===== src/logic/dac_consts.svh =====
// constants for the door access and alarm control block
`ifndef DAC_CONSTS_SVH
`define DAC_CONSTS_SVH
`define DAC_CLK_HZ 20000000
`define DAC_MS_HZ 1000
`define DAC_MS_CYCLES (`DAC_CLK_HZ / `DAC_MS_HZ)
`define DAC_SEC_MS 1000
`define DAC_IDS_STEP_MS 100
`define DAC_BEEP_HALF_MS 250
`define DAC_RELEASE_RST 8'h07
`define DAC_AJAR_RST 8'h14
`define DAC_EMLEN_RST 2'h2
`define DAC_REASON_EXT 8'hFF
`define DAC_EM_W 40
`define DAC_HID_W 45
`endif


===== src/logic/dac_pkg.sv =====
// types for the door access and alarm control block
package dac_pkg;
  typedef enum logic [1:0] {
    DAC_STD = 2'h0,
    DAC_TOG = 2'h1,
    DAC_PUL = 2'h2
  } dac_relay_e;
  typedef enum logic [1:0] {
    DAC_WG_STD = 2'h0,
    DAC_WG_ENTRY = 2'h1,
    DAC_WG_IDS = 2'h2
  } dac_wmode_e;
endpackage : dac_pkg


===== src/logic/dac_tick.sv =====
// tick divider: one-cycle enables per millisecond and per second
`timescale 1ns/1ps
`include "dac_consts.svh"
module dac_tick (
  input wire logic core_clk,
  input wire logic rstn,
  output logic ms_tick,
  output logic sec_tick
);
  logic [15:0] cyc; // cycles within a millisecond
  logic [9:0] msc; // milliseconds within a second
  wire ms_wrap = (cyc == 16'(`DAC_MS_CYCLES - 1));
  wire sec_wrap = ms_wrap && (msc == 10'(`DAC_SEC_MS - 1));
  // free running dividers
  always_ff @(posedge core_clk or negedge rstn) begin
    if (!rstn) begin
      cyc <= 16'h0000;
      msc <= 10'h000;
      ms_tick <= 1'b0;
      sec_tick <= 1'b0;
    end else begin
      cyc <= ms_wrap ? 16'h0000 : cyc + 16'h0001;
      if (ms_wrap) msc <= (msc == 10'(`DAC_SEC_MS - 1)) ? 10'h000 : msc + 10'h001;
      ms_tick <= ms_wrap;
      sec_tick <= sec_wrap;
    end
  end
endmodule : dac_tick


===== src/logic/dac_ctrl.sv =====
// door access and alarm control top
`timescale 1ns/1ps
`include "dac_consts.svh"
module dac_ctrl #(
  parameter int EM_W = `DAC_EM_W,
  parameter int HID_W = `DAC_HID_W
) (
  input wire logic core_clk,
  input wire logic rstn,
  // configuration
  input wire logic [1:0] relay_style, // dac_relay_e code
  input wire logic [7:0] release_time, // seconds
  input wire logic [15:0] pulse_width_ms,
  input wire logic beep_on_release,
  input wire logic exit_enable,
  input wire logic sched_enable,
  input wire logic sched_valid,
  input wire logic [1:0] second_input_mode, // 0 no effect,1 handle,2 tamper,3 off
  input wire logic third_input_tamper,
  input wire logic [7:0] ajar_time,
  input wire logic [7:0] sig_time_tamper,
  input wire logic [7:0] sig_time_forced,
  input wire logic [7:0] sig_time_ajar,
  input wire logic [7:0] sig_time_apb,
  input wire logic [7:0] sig_time_card,
  input wire logic [1:0] em_len_sel, // 0:24 1:32 2:40
  input wire logic [1:0] wg_mode, // dac_wmode_e code
  input wire logic ids_pulse_mode,
  input wire logic [7:0] ids_pulse_steps, // 100 ms steps
  input wire logic ids_request,
  input wire logic [7:0] key_code,
  // events and inputs
  input wire logic cred_valid, // one-cycle: valid credential
  input wire logic cred_invalid,
  input wire logic cred_ext, // read came from external reader
  input wire logic cred_alarm_flag,
  input wire logic cred_duress,
  input wire logic apb_time_block,
  input wire logic apb_zone_block,
  input wire logic host_open,
  input wire logic exit_button,
  input wire logic door_open,
  input wire logic second_input,
  input wire logic third_input,
  input wire logic optical_tamper,
  input wire logic [EM_W-1:0] em_code_in,
  input wire logic hid_tech,
  input wire logic [HID_W-1:0] hid_raw,
  input wire logic [5:0] hid_len, // recognised length
  // outputs
  output logic lock_release,
  output logic beeper,
  output logic alarm_out,
  output logic [4:0] alarm_status, // tamper,forced,ajar,apb,card
  output logic invalid_signal,
  output logic [7:0] reason_code,
  output logic [HID_W-1:0] cred_code,
  output logic host_report, // pulse: read reported
  output logic ext_buzzer,
  output logic intrusion_system,
  output logic cfg_conflict
);
  logic ms_tick;
  logic sec_tick;
  logic [7:0] rel_cnt; // release seconds left
  logic [15:0] pulse_cnt;
  logic toggle_state;
  logic open_beep; // release tone until door opens or release ends
  logic door_q;
  logic [7:0] ajar_cnt;
  logic [7:0] sig_cnt [5]; // per-class signalling seconds
  logic [4:0] alarm; // sticky alarm conditions
  logic [4:0] beep_act; // acoustic signalling active per class
  logic armed; // tamper armed
  logic tamp_seen_q;
  logic [8:0] blink;
  logic [15:0] ids_cnt;
  logic inv_cnt;

  dac_tick dac_tick_inst (
    .core_clk(core_clk),
    .rstn(rstn),
    .ms_tick(ms_tick),
    .sec_tick(sec_tick)
  );

  // decode
  wire st_std = (relay_style == dac_pkg::DAC_STD);
  wire st_tog = (relay_style == dac_pkg::DAC_TOG);
  wire st_pul = (relay_style == dac_pkg::DAC_PUL);
  wire perm = sched_enable && sched_valid && !st_tog;
  wire conflict = sched_enable && st_tog;
  wire handle_act = (second_input_mode == 2'h1) && second_input;
  wire exit_req = exit_enable && exit_button
    && (second_input_mode == 2'h0 ? 1'b1 : 1'b1);
  wire open_act = cred_valid || exit_req || host_open;
  wire door_rise = door_open && !door_q;
  wire releasing = (rel_cnt != 8'h00);
  wire tamp_src = optical_tamper
    || ((second_input_mode == 2'h2) && second_input)
    || (third_input_tamper && third_input);
  wire tamper_ev = armed && tamp_src;
  wire forced_ev = door_rise && !releasing && !perm && !handle_act
    && !(st_tog && toggle_state);
  wire ajar_ev = door_open && sec_tick && ajar_cnt == 8'h01;
  wire apb_ev = (cred_valid || cred_invalid) && (apb_time_block || apb_zone_block);
  wire card_ev = cred_valid && (cred_alarm_flag || cred_duress);
  wire [4:0] alarm_ev = {tamper_ev, forced_ev, ajar_ev, apb_ev, card_ev};
  wire [7:0] sig_time [5];
  assign sig_time[4] = sig_time_tamper;
  assign sig_time[3] = sig_time_forced;
  assign sig_time[2] = sig_time_ajar;
  assign sig_time[1] = sig_time_apb;
  assign sig_time[0] = sig_time_card;
  wire [4:0] alarm_clr = {!tamp_src, !door_open && !forced_ev, !door_open,
    1'b0, 1'b0}; // conditions end
  wire any_read = cred_valid || cred_invalid;
  wire steady = beep_act[4];
  wire inter = |beep_act[3:1] && blink[8];
  wire next_beeper = (steady || inter || open_beep) && !inv_cnt;
  wire [4:0] out_mask = 5'b11101; // apb not on alarm output
  wire next_alarm_out = |(alarm & out_mask & {sig_time[4] != 8'h00,
    sig_time[3] != 8'h00, sig_time[2] != 8'h00, 1'b1, sig_time[0] != 8'h00});
  wire [HID_W-1:0] em_trunc = (em_len_sel == 2'h0) ? HID_W'(em_code_in[23:0]) :
    (em_len_sel == 2'h1) ? HID_W'(em_code_in[31:0]) : HID_W'(em_code_in);
  wire [HID_W-1:0] hid_fmt = (hid_len == 6'h1A) ? HID_W'(hid_raw[25:0]) :
    (hid_len == 6'h20) ? HID_W'(hid_raw[31:0]) : hid_raw;
  wire entry = (wg_mode == dac_pkg::DAC_WG_ENTRY);
  wire ids_mode = (wg_mode == dac_pkg::DAC_WG_IDS);
  wire next_lock = perm || (st_std && releasing) || (st_tog && toggle_state)
    || (st_pul && pulse_cnt != 16'h0000);

  // release timer and relay state
  always_ff @(posedge core_clk or negedge rstn) begin
    if (!rstn) begin
      rel_cnt <= 8'h00;
      pulse_cnt <= 16'h0000;
      toggle_state <= 1'b0;
      open_beep <= 1'b0;
      door_q <= 1'b0;
    end else begin
      door_q <= door_open;
      if (open_act) begin
        rel_cnt <= release_time; // restart full value
        open_beep <= beep_on_release && !perm;
        if (st_tog) toggle_state <= !toggle_state;
        if (st_pul) pulse_cnt <= pulse_width_ms;
      end else begin
        if (door_rise) begin
          open_beep <= 1'b0;
          if (st_std) rel_cnt <= 8'h00;
        end else if (sec_tick && releasing) begin
          rel_cnt <= rel_cnt - 8'h01;
        end
        if (sec_tick && rel_cnt == 8'h01) open_beep <= 1'b0;
        if (ms_tick && pulse_cnt != 16'h0000) pulse_cnt <= pulse_cnt - 16'h0001;
      end
    end
  end

  // door ajar counter and tamper arming
  always_ff @(posedge core_clk or negedge rstn) begin
    if (!rstn) begin
      ajar_cnt <= 8'h00;
      armed <= 1'b0;
      tamp_seen_q <= 1'b0;
      blink <= 9'h000;
    end else begin
      tamp_seen_q <= tamp_src;
      if (tamp_seen_q != tamp_src) armed <= 1'b1;
      if (!door_open || door_rise) ajar_cnt <= ajar_time;
      else if (sec_tick && ajar_cnt != 8'h00) ajar_cnt <= ajar_cnt - 8'h01;
      if (ms_tick) blink <= (blink == 9'(2 * `DAC_BEEP_HALF_MS - 1)) ? 9'h000 : blink + 9'h001;
    end
  end

  // alarm conditions and signalling timers, one per class
  genvar g;
  generate
    for (g = 0; g < 5; g++) begin : g_alarm
      always_ff @(posedge core_clk or negedge rstn) begin
        if (!rstn) begin
          alarm[g] <= 1'b0;
          beep_act[g] <= 1'b0;
          sig_cnt[g] <= 8'h00;
        end else begin
          if (alarm_ev[g]) alarm[g] <= 1'b1; // set wins
          else if (alarm_clr[g] || (g < 2 && sec_tick && sig_cnt[g] == 8'h00)) alarm[g] <= 1'b0;
          if (alarm_ev[g] && sig_time[g] != 8'h00 && g != 0) begin
            beep_act[g] <= 1'b1;
            sig_cnt[g] <= sig_time[g];
          end else if (alarm_ev[g] && g == 0) begin
            sig_cnt[g] <= sig_time[g];
          end else if (cred_valid) begin
            beep_act[g] <= 1'b0;
          end else if (sec_tick && sig_cnt[g] != 8'h00) begin
            sig_cnt[g] <= sig_cnt[g] - 8'h01;
            if (sig_cnt[g] == 8'h01) beep_act[g] <= 1'b0;
          end
        end
      end
    end
  endgenerate

  // intrusion relay: status or pulse
  always_ff @(posedge core_clk or negedge rstn) begin
    if (!rstn) begin
      ids_cnt <= 16'h0000;
      intrusion_system <= 1'b0;
    end else if (ids_mode && ids_pulse_mode) begin
      if (ids_request) ids_cnt <= 16'(ids_pulse_steps) * 16'(`DAC_IDS_STEP_MS);
      else if (ms_tick && ids_cnt != 16'h0000) ids_cnt <= ids_cnt - 16'h0001;
      intrusion_system <= (ids_cnt != 16'h0000);
    end else begin
      ids_cnt <= 16'h0000;
      intrusion_system <= ids_mode && ids_request; // active means disarmed
    end
  end

  // registered outputs
  always_ff @(posedge core_clk or negedge rstn) begin
    if (!rstn) begin
      lock_release <= 1'b0;
      beeper <= 1'b0;
      alarm_out <= 1'b0;
      alarm_status <= 5'h00;
      invalid_signal <= 1'b0;
      inv_cnt <= 1'b0;
      reason_code <= 8'h00;
      cred_code <= '0;
      host_report <= 1'b0;
      ext_buzzer <= 1'b0;
      cfg_conflict <= 1'b0;
    end else begin
      lock_release <= next_lock;
      beeper <= next_beeper;
      alarm_out <= next_alarm_out;
      alarm_status <= alarm; // reads leave alarms alone
      invalid_signal <= cred_invalid;
      inv_cnt <= cred_invalid && |beep_act; // interrupt tone
      host_report <= any_read || host_open; // reads still reported
      cfg_conflict <= conflict;
      ext_buzzer <= entry && next_beeper;
      if (any_read) begin
        reason_code <= (entry && cred_ext) ? 8'(`DAC_REASON_EXT) : key_code;
        cred_code <= hid_tech ? hid_fmt : em_trunc;
      end
    end
  end

  // checks
  lock_pulse_a: assert property (@(posedge core_clk) disable iff (!rstn)
    (st_pul && !perm && pulse_cnt != 16'h0000) |=> lock_release) else $error("pulse lock not held");
  no_conflict_a: assert property (@(posedge core_clk) disable iff (!rstn)
    conflict |=> cfg_conflict) else $error("conflict not flagged");
  perm_lock_a: assert property (@(posedge core_clk) disable iff (!rstn)
    perm |=> lock_release) else $error("permanent release lost");
  forced_set_a: assert property (@(posedge core_clk) disable iff (!rstn)
    forced_ev |=> alarm[3]) else $error("forced alarm not set");
  tamper_arm_a: assert property (@(posedge core_clk) disable iff (!rstn)
    !armed |-> !tamper_ev) else $error("tamper before arming");
  ext_reason_a: assert property (@(posedge core_clk) disable iff (!rstn)
    (any_read && entry && cred_ext) |=> reason_code == 8'hFF) else $error("bad reason code");
  silence_a: assert property (@(posedge core_clk) disable iff (!rstn)
    (cred_valid && !(|alarm_ev)) |=> beep_act == 5'h00) else $error("beep not silenced");
  alarm_out_a: assert property (@(posedge core_clk) disable iff (!rstn)
    (alarm == 5'h00) |=> !alarm_out) else $error("alarm output stuck");
  cov_open_c: cover property (@(posedge core_clk) open_act ##1 lock_release);
  cov_forced_c: cover property (@(posedge core_clk) forced_ev);
  cov_tamper_c: cover property (@(posedge core_clk) tamper_ev ##1 beeper);
endmodule : dac_ctrl


===== config.mk =====
export PLATFORM = sky130hd
export DESIGN_NAME = dac_ctrl
export DESIGN_NICKNAME = d
export VERILOG_FILES = /design/src/logic/dac_pkg.sv /design/src/logic/dac_tick.sv /design/src/logic/dac_ctrl.sv
export VERILOG_INCLUDE_DIRS = /design/src /design/src/logic
export SDC_FILE = /design/constraint.sdc
export NUM_CORES = 1
export LEC_CHECK = 0
export BUFFER_PORTS_ARGS = -buffer_cell sky130_fd_sc_hd__clkbuf_2
export CORE_MARGIN = 4
export CORE_UTILIZATION = 54
export DETAILED_ROUTE_END_ITERATION = 10
export PLACE_DENSITY = 0.81
export SYNTH_ARGS = -nofsm -noshare
export SYNTH_HDL_FRONTEND = slang
export SYNTH_SLANG_ARGS = --single-unit

===== constraint.sdc =====
create_clock -name core_clk -period 3.6 [get_ports core_clk]
set_clock_uncertainty 0.1 [all_clocks]
set_input_delay 0.72 -clock core_clk [delete_from_list [all_inputs] [get_ports core_clk]]
set_output_delay 0.72 -clock core_clk [all_outputs]
set_load 0.05 [all_outputs]

; Word level (Yosys, flattened, before mapping)
; Cells that the tools add are included.
[word_totals]
regBits = 207
inputBits = 210
[op_classes]
addsub = 12
mul = 1
n_eq_ne = 30
mux = 69
bitwise_logic = 2
reduce_logical = 126
[op_table]
columns = op, n
row1 = $mux 8, 22
row2 = $mux 45, 3
row3 = $mux 16, 7
row4 = $reduce_bool 8->1, 12
row5 = $mux 40, 2
row6 = $eq 8x1->1 const B, 7
row7 = $sub 8x1->8 const B, 7
row8 = $logic_and 1x1->1, 46
row9 = $mux 1, 33
row10 = $reduce_bool 16->1, 2
row11 = $sub 16x1->16 const B, 2
row12 = $reduce_bool 3->1, 10
row13 = $reduce_and 2->1, 12
row14 = $reduce_bool 2->1, 12
row15 = $add 16x1->16 const B, 1
row16 = $eq 16x15->1 const B, 1
row17 = $logic_not 8->1, 2
row18 = $logic_or 1x1->1, 14
row19 = $ne 2x1->1 const B, 7
row20 = $mul 8x5->13 const B, 1
row21 = $add 10x1->10 const B, 1
row22 = $eq 10x10->1 const B, 1
row23 = $logic_not 1->1, 10
row24 = $mux 10, 1
row25 = 17 further kinds, 24

; Longest topological paths before layout
; Gate-level depths: netlist of the first run.
[depth]
word_depth = 11
mapped_depth = 11

; Modules after synthesis
; Synthesis of the first run repeated with hierarchy kept, for this count alone.
[hier_totals]
cells_unflattened = 1188
area_unflattened_um2 = 11302.1
[by_module_without_submodules]
columns = module, n_inst, cells_per_inst, area_each_um2, seq_area_each_um2
row1 = dac_ctrl, 1, 1060, 9985.8, 4454.3
row2 = dac_tick, 1, 128, 1316.3, 700.7

; Worst setup path before layout of the first run
; No wires, ideal clock.
[synth_path]
kind = input to register
from = input port ids_pulse_steps[5]
to = register ids_cnt[14]
setup_time_ns = 0.124
arrival_time_ns = 2.893
path_slack_ns = 0.483
cell_stages = 9
path_buffers = 0
cell_sequence = ha_1 -> ha_1 -> ha_1 -> ha_1 -> or4_1 -> o21ai_0 -> a31oi_1 -> mux2i_1 -> o31a_1
[synth_between]
elab_chain_cells = 3
[synth_lines]
columns = element, line_no
row1 = "start, declared", dac_ctrl.sv:29  ; input wire logic [7:0] ids_pulse_steps,
row2 = $mul 8x5->13, dac_ctrl.sv:211  ; if (ids_request) ids_cnt <= 16'(ids_pulse_steps) * 16'(`DAC_IDS_STEP_MS);
row3 = $mux 16, dac_ctrl.sv:211
row4 = $mux 16, dac_ctrl.sv:210  ; end else if (ids_mode && ids_pulse_mode) begin
row5 = "end signal, assigned", dac_ctrl.sv:211
row6 = "end signal, assigned", dac_ctrl.sv:212  ; else if (ms_tick && ids_cnt != 16'h0000) ids_cnt <= ids_cnt - 16'h0001;
row7 = "end, declared", dac_ctrl.sv:77  ; logic [15:0] ids_cnt;
; Every way passes these cells.
; A chain may end at the register's enable or synchronous reset.

; Worst setup path after layout of the first run
[layout_path]
from = input port ids_pulse_steps[3]
to = register ids_cnt[13]
; The elaborated chain is that of the path after synthesis.

==> impl_metrics.toml, run 1 <==
[critical_path]
crit_top_cell = "ha_1"
critPathTopFamily = "adder cells"
cp.arrival_ps = 3220
crit_slowest_cell = "fa_1"
start_kind = "primary input"
reg2regPathDepth = 5
critical_path.endpoint_type = "register"
crit_path_max_fanout = 5
cpPeakStageDelay_ps = 380
worst-setup-path-type = "primary input to register"
reg2reg_from = "ajar_cnt[3]$_DFFE_PN0P_"
cp_num_buf_inv = 3
rrSetupSlack_ps = 1010
required_ps = 3880
timing.rr.end = "sig_cnt[17]$_DFFE_PN0P_"
worstPathCellList = "clkbuf_2, ha_1, ha_1, inv_1, fa_1, inv_1, ha_1, a21oi_1, o211ai_1, a31oi_1, mux2i_1, o21ai_0"

[power_and_ir_drop]
p_per_area_nw_per_um2 = 445.3
seq_power_share = 0.432
clockPowerShare = 0.376
p_total_mw = 6.101
ir_drop_mv = 0.2998
leakage_nw = 6.372
power_frac_comb = 0.193
swShare = 0.3034
switching_power_mw = 1.851
p_int_mw = 4.250

[die]
dieArea_um2 = 23230
rows = 52
fp.coreArea_um2 = 20360
fp.dieH_um = 152.4
die-width_um = 152.4
initial_core_util = 0.5529
boundaryPins = 276

[global_route]
grt-ovfl-total = 0
grt_max_degree = 85
grt_pass1_wl_um = 49570
antenna_found_initial = 0
grtUsageTotal = 0.2545
first_global_vias = 9828

[sta]
drv_slew = 0
setup_viol = 0
final.period_utilization = 0.8154
final.min_clock_period_ps = 2935
fin_hold_ws_ps = 123.7
relSlewSlack = 0.2992
fmax_mhz = 340.7
final_hold_viol_count = 0
grt_setup_unrepaired = "no"
finalWorstSetupSlack_ps = 664.6
worst_pin_slew_ps = 1049
finalSetupTns_ps = 0

[clock_network]
clockRootBuffer = "clkbuf_16"
clk_latency_ps = 510
postCtsHoldBufs = 0
clock_sinks = 206
cts_buffer_depth = 3
cts_max_level = 1
cts_resized = 0
clk_pin_slew_worst_paths_ps = 60
cts_tree = "done"
cts_buffers = 23
post_cts.repair.setup_buffers = 0

[routing]
vias_per_cell = 5.813
drt_pre_antenna_iters = 5
wl_um = 30500
ant_nets = 0
drtIter0Drc = 513
drc = 0
wl_per_cell_um = 17.35
vias = 10220

[logic_synthesis]
syn_avg_cell_area_um2 = 9.399
synth_ff_type = "dfrtp_1"
synth_warnings = 0
synth_seq_cells = 206
synth_top_area_frac = 0.4578
syn_nets = 1464
synth.cell_area_um2 = 11260
synth_cells = 1198
synth.distinct_cells = 68
yosys.area.top_type = "dfrtp_1"
synthArstFlopShare = 1.000
seq_area_frac_synth = 0.4578
synth_edf_count = 0
synth_area_leaders = "dfrtp_1 (46%), ha_1 (5.9%), nand2_1 (4.4%), nor2_1 (3.9%), o21ai_0 (3.8%)"

[cells_and_area]
final_util = 0.6727
diodes = 0
drive_gt1_frac = 0.2319
syn_to_final_growth_pct = 21.67
fin_nets = 1739

[placement]
gp_congestion = 0.9466
dp_slack_ps = 171.6
io_buffers = 275
dp_hpwl_um = 23010

[hold_path]
hp-class = "primary input to async pin"

[job]
drv_cap = 0

[run_status]
status = "finished, final reports clean"
[worst max-delay path by stage]
stage	start	endpoint	slack, ps	depth (start not counted)
2_1_floorplan	ids_pulse_steps[5]	ids_cnt[14]$_DFFE_PN0P_	480	9
3_3_place_gp	ids_pulse_steps[2]	ids_cnt[12]$_DFFE_PN0P_	250	10
3_5_place_dp	ids_pulse_steps[2]	ids_cnt[12]$_DFFE_PN0P_	170	10
4_1_cts	ids_pulse_steps[2]	ids_cnt[12]$_DFFE_PN0P_	700	10
5_1_grt	ids_pulse_steps[3]	ids_cnt[13]$_DFFE_PN0P_	490	12
6_report	ids_pulse_steps[3]	ids_cnt[13]$_DFFE_PN0P_	660	12
[cell families after synthesis]
kind of cell,share of synthesized area
simple gates,0.2114
compound gates,0.1499
flops,0.4578
buf+inv,0.03023
xor+xnor,0.05601
fa+ha+maj,0.06423
mux,0.03045
[placed cells by master, fill, tap and decap left out, drive strengths merged, types with 14 or more instances in the layout]
| cell | count |
|---|---|
| ha | 53 |
| a21oi | 49 |
| nand2 | 132 |
| o21ai | 90 |
| or3 | 14 |
| nand4 | 20 |
| mux2i | 32 |
| nor4 | 32 |
| nor2 | 116 |
| nor3 | 48 |
| clkbuf | 307 |
| inv | 49 |
| xor2 | 33 |
| dfrtp | 206 |
| nand3 | 43 |
| a221oi | 17 |
| buf | 16 |
| xnor2 | 39 |
[cell type report]
type | instances | area [um^2]
sequential | 206 | 5155
tap | 270 | 337.8
fill | 1643 | 6665
clock buffer | 32 | 659.4
inverter | 47 | 176.4
timing repair buffer | 291 | 1518
clock inverter | 8 | 75.07
multi-input combinational | 904 | 5778
[cell usage after synthesis, types with 14 or more instances]
library cell and number:
ha_1 53, xnor2_1 39, a21oi_1 49, nor4_1 30, clkbuf_1 33, or3_1 14, nand4_1 20, mux2i_1 32
xor2_1 33, o21ai_0 86, dfrtp_1 206, nor3_1 48, inv_1 47, nand3_1 43, nand2_1 132, nor2_1 116
a221oi_1 17
[metrics by stage]
step                instances  cell area (um^2)
floorplan                1198             11260
global route             1758             13700
detailed placement       1718             12960
global placement         1718             12960
CTS                      1758             13700
finish                   1758             13700
[power groups by stage]
stage          Combinational [mW]  Sequential, mW  Clock [mW]
2_1_floorplan               0.536            2.87           0
3_3_place_gp                 1.14            2.66           0
3_5_place_dp                 1.17            2.67           0
6_report                     1.17            2.63        2.29
4_1_cts                      1.18            2.63        2.34
5_1_grt                      1.29            2.66        2.44
[registers in the layout, summed over array words and instances, names as in the netlist, 3 cells and up]
name,cells
cred_code,45
ids_cnt,16
beep_act,3
alarm_status,5
reason_code,8
ajar_cnt,8
blink,9
sig_cnt,40
pulse_cnt,16
dac_tick_inst.cyc,16
alarm,5
rel_cnt,8
dac_tick_inst.msc,10
[per-layer routing]
metal / up-vias / GRT usage / wire (um)
li1: 4920 / - / -
met3: 65 / 0.02670 / 1237
met5: - / 0 / 0
met2: 268 / 0.4335 / 15180
met4: 0 / 0.07620 / 888
met1: 4966 / 0.3467 / 13200
[worst register-to-register path, delay by kind of cell (launching register included)]
kind             cells  cell delay [ps]
flip-flops           1              430
AND/OR/NAND/NOR      3             1580
AO/OA/AOI/OAI        2              320
(Power assumes the default switching activity.)
==> run 2: changes to the inputs <==
CORE_UTILIZATION = 49   (was 54)
PLACE_DENSITY = 0.77   (was 0.81)
clock period = 2.4 ns   (was 3.6 ns; I/O delays follow)
==> impl_metrics.toml, run 2 (synthesized netlist as in run 1, its figures left out) <==
[critical_path]
reg2reg_from = "dac_tick_inst.cyc[6]$_DFF_PN0_"
rrSetupSlack_ps = 150
critical_path.endpoint_type = "register"
timing.rr.end = "dac_tick_inst.msc[5]$_DFFE_PN0P_"
worst-setup-path-type = "primary input to register"
reg2regPathDepth = 4
crit_path_max_fanout = 3
start_kind = "primary input"
required_ps = 2680
cp.arrival_ps = 2680

[clock_network]
clk_pin_slew_worst_paths_ps = 60
clock_sinks = 206
clockRootBuffer = "clkbuf_16"
cts_buffers = 24
clk_latency_ps = 510
cts_tree = "done"
cts_max_level = 1
cts_buffer_depth = 3

[sta]
final_hold_viol_count = 0
drv_slew = 0
worst_pin_slew_ps = 955.2
relSlewSlack = 0.3632
finalSetupTns_ps = 0
final.min_clock_period_ps = 2396
setup_viol = 0
fin_hold_ws_ps = 70.38
grt_setup_unrepaired = "yes"
fmax_mhz = 417.3
final.period_utilization = 0.9984

[global_route]
use_met1 = 0.3350
antenna_found_initial = 0
grt-ovfl-total = 0
first_global_vias = 10290
grt_pass1_wl_um = 52130
grtUsageTotal = 0.2447
grt_max_degree = 63
use_met3 = 0.03521
busiest_layer = "met2"
use_met2 = 0.4122

[power_and_ir_drop]
leakage_nw = 6.647
ir_drop_mv = 0.5341
p_per_area_nw_per_um2 = 677.8

[cells_and_area]
final_cell_mix = "clkbuf_2 (269), dfrtp_1 (206), nand2_1 (132), nor2_1 (115), o21ai_0 (83)"
diodes = 0
final_util = 0.6380
reg_top3 = "cred_code x45, sig_cnt x40"
top_register = "cred_code"
final_common_cell = "clkbuf_2"
drive_gt1_frac = 0.2683
syn_to_final_growth_pct = 28.29
fin_nets = 1783
largest_reg_flops = 45
fillCellCount = 1886

[die]
fp.dieH_um = 159.6
boundaryPins = 276
dieArea_um2 = 25470
rows = 55
fp.coreArea_um2 = 22640
die-width_um = 159.6
initial_core_util = 0.4973

[placement]
gp_congestion = 0.9715
io_buffers = 275
dp_hpwl_um = 24380

[routing]
wl_um = 31620
drc = 0
vias_per_cell = 5.662
wl_per_cell_um = 17.40
drtIter0Drc = 660
vias = 10290
drt_pre_antenna_iters = 5
ant_nets = 0

[job]
drv_cap = 0

[hold_path]
hold_path_depth = 3
hp-start = "ajar_time[7]"
hp-class = "primary input to register"
hold_end = "ajar_cnt[7]$_DFFE_PN0P_"

[run_status]
status = "finished, final reports clean"
-- run 2: cell types whose count changed in the layout (fill, tap and decap cells not counted), sizes merged --
cell	delta
buf	+45
bufinv	+3
clkinv	-2
inv	-2
clkinvlp	-1
dlygate4sd3	+1
-- run 2: what timing repair did --
| action | 4_1_cts | 5_1_grt |
|---|---|---|
| cloned | 0 | 0 |
| hold endpoints to repair | 27 | 0 |
| pin swaps | 10 | 14 |
| endpoints found under the setup margin | 3 | 12 |
| setup buffers | 1 | 0 |
| resized for setup | 9 | 11 |
| hold buffers | 1 | 0 |
-- run 2: per-stage QoR --
step	cell area, um^2	setup slack, ps	instances	power, mW
final	14450	3.767	1817	9.790
after global routing	14450	-78.66	1817	10.25
after CTS	14380	-5.451	1817	9.850
after detailed placement	13490	-596.2	1774	5.958
after global placement	13490	-554.1	1774	5.887
after floorplan	11420	-299.9	1198	5.185
-- run 2: worst max-delay path, cell delays in order --
cell and delay (ps):
clkbuf_2 130, ha_1 290, ha_2 320, ha_2 190, ha_4 200, or4_1 520, o21ai_1 90, a31oi_1 70
mux2i_1 140, o31a_1 250
-- run 2: how the worst max path moves through the flow --
stage               slack (ps)  depth (start not counted)               start                      end
finish                       4                         10  ids_pulse_steps[5]  ids_cnt[14]$_DFFE_PN0P_
global route               -80                         12  ids_pulse_steps[3]  ids_cnt[13]$_DFFE_PN0P_
CTS                         -5                         12  ids_pulse_steps[4]  ids_cnt[13]$_DFFE_PN0P_
detailed placement        -600                         10  ids_pulse_steps[3]  ids_cnt[14]$_DFFE_PN0P_
global placement          -550                         10  ids_pulse_steps[3]  ids_cnt[14]$_DFFE_PN0P_
floorplan                 -300                          9  ids_pulse_steps[3]  ids_cnt[14]$_DFFE_PN0P_
-- run 2: layer usage --
metal  part of all wire  up-vias
met5                  0        -
met4              0.022        0
met3              0.051       58
met2               0.50      287
met1               0.43     4953
li1                   -     4989
-- run 2: power breakdown --
group | switching (mW) | internal (mW) | total (mW)
sequential | 0.220 | 3.73 | 3.95
combinational | 1.21 | 0.784 | 2.00
clock | 1.39 | 2.44 | 3.84
-- run 2: layout make-up --
type,count,area (um^2),area share
well taps,285,356.6,0.02469
inverters,47,176.4,0.01221
clock inverters,6,130.1,0.009008
repair buffers,334,1921,0.1330
flip-flops and latches,206,5155,0.3569
clock buffers,35,703.2,0.04868
multi-input cells,904,6003,0.4156
==> run 3: changes to the inputs <==
REMOVE_ABC_BUFFERS = 1   (was default)
==> impl_metrics.toml, run 3 (synthesized netlist as in run 1, its figures left out) <==
[sta]
fmax_mhz = 409.5
setup_viol = 1
final.period_utilization = 1.017
finalWorstSetupSlack_ps = -41.75
relSlewSlack = 0.3409
final_hold_viol_count = 0
drv_slew = 0
finalSetupTns_ps = -41.75
worst_pin_slew_ps = 988.7
fin_hold_ws_ps = 65.62
grt_setup_unrepaired = "yes"
final.min_clock_period_ps = 2442

[clock_network]
clockRootBuffer = "clkbuf_16"
cts_buffer_depth = 3
clk_latency_ps = 520
clk_pin_slew_worst_paths_ps = 60
clock_sinks = 206
cts_max_level = 1
cts_tree = "done"
cts_buffers = 24

[critical_path]
crit_path_max_fanout = 3
critPathTopFamily = "adder cells"
crit_slowest_cell = "or4_4"
worstPathCellList = "clkbuf_2, inv_1, ha_1, inv_1, ha_1, ha_1, ha_2, or4_4, o21ai_2, a31oi_1, mux2i_1, o31a_1"
critical_path.endpoint_type = "register"
cpPeakStageDelay_ps = 470
start_kind = "primary input"
cp_num_buf_inv = 3
worst-setup-path-type = "primary input to register"
required_ps = 2690
cp.arrival_ps = 2730
crit_top_cell = "ha_1"

[die]
die-width_um = 159.6
boundaryPins = 276
dieArea_um2 = 25470
fp.dieH_um = 159.6
rows = 55
initial_core_util = 0.4973
fp.coreArea_um2 = 22640

[cells_and_area]
final_common_cell = "clkbuf_2"
final_cell_mix = "clkbuf_2 (271), dfrtp_1 (206), nand2_1 (132), nor2_1 (115), o21ai_0 (83)"
top_register = "cred_code"
fillCellCount = 1845
diodes = 0
drive_gt1_frac = 0.2676
syn_to_final_growth_pct = 27.43
fin_cells = 1817
largest_reg_flops = 45
reg_top3 = "cred_code x45, sig_cnt x40"
final_area_um2 = 14350
fin_nets = 1783

[placement]
io_buffers = 275
dpl-instance-area_um2 = 13330
dp_hpwl_um = 22780
gp_congestion = 0.9681
dp_cells = 1774

[global_route]
grtUsageTotal = 0.2354
antenna_found_initial = 0
first_global_vias = 10230
grt_max_degree = 71
grt_pass1_wl_um = 50780
grt-ovfl-total = 0

[run_status]
violations = "setup timing"
status = "complete, but fails checks"

[power_and_ir_drop]
p_per_area_nw_per_um2 = 663.4
leakage_nw = 6.618
ir_drop_mv = 0.4372

[hold_path]
hp-class = "primary input to register"

[routing]
drtIter0Drc = 653
wl_um = 30610
vias = 10210
drc = 0
ant_nets = 0
wl_per_cell_um = 16.85
drt_pre_antenna_iters = 5
vias_per_cell = 5.620

[job]
drv_cap = 0
## run 3: cell types whose count changed in the layout (fill, tap and decap cells not counted), moves of 2 or more
cell,change
buf_8,-2
ha_2,-2
bufinv_16,-3
ha_1,+4
clkbuf_2,+2
clkinvlp_4,+2
ha_4,-2
## run 3: metal layers
metal,vias up,part of all wire,GRT usage
li1,4983,-,-
met1,4908,0.44,0.3222
met2,275,0.49,0.4003
met3,46,0.051,0.02977
met4,0,0.019,0.05759
met5,-,0,0
## run 3: path summary, 6_finish.rpt
kind	start	to	slack [ps]	depth (start not counted)
max	ids_pulse_steps[6]	ids_cnt[14]$_DFFE_PN0P_	-40	12
min	pulse_width_ms[13]	pulse_cnt[13]$_DFFE_PN0P_	70	3
max reg2reg	dac_tick_inst.cyc[6]$_DFF_PN0_	dac_tick_inst.msc[5]$_DFFE_PN0P_	170	4
min reg2reg	alarm[1]$_DFFE_PN0P_	alarm_status[1]$_DFF_PN0_	280	0
max in group asynchronous	rstn	cred_code[15]$_DFFE_PN0P_	1130	3
min in group asynchronous	rstn	sig_cnt[29]$_DFFE_PN0P_	360	2
## run 3: area by class of cell
class	count	area (um^2)	area share
Inverter	47	176.4	0.01230
Multi-Input combinational cell	904	5963	0.4156
Timing Repair Buffer	334	1916	0.1335
Clock inverter	4	50.05	0.003488
Tap cell	285	356.6	0.02485
Sequential cell	206	5155	0.3593
Clock buffer	37	730.7	0.05093
## run 3: what timing repair did
item                       CTS  global route
gates resized for setup     24            12
setup endpoints to repair    5            11
gates cloned                 0             0
hold endpoints to repair    44             0
setup buffers                1             0
pin swaps                   14             9
hold buffers                 1             0
## run 3: through the flow
step | power [mW] | util | setup slack [ps]
floorplan | 5.087 | - | -698.4
global placement | 5.794 | 0.5887 | -678.5
detailed placement | 5.853 | 0.5887 | -767.6
CTS | 9.605 | 0.6317 | -23.60
global route | 10.02 | 0.6337 | -115.5
finish | 9.519 | 0.6337 | -41.75
## run 3: worst min-delay path: cells and delay by family
| kind | cells | cell delay (ps) |
|---|---|---|
| and+or+nand+nor | 2 | 90 |
| buffers and inverters | 1 | 80 |
## run 3: report_power, final
group	internal, mW	switching (mW)	total (mW)
registers	3.73	0.218	3.95
clock network	2.19	1.41	3.60
logic	0.770	1.20	1.97
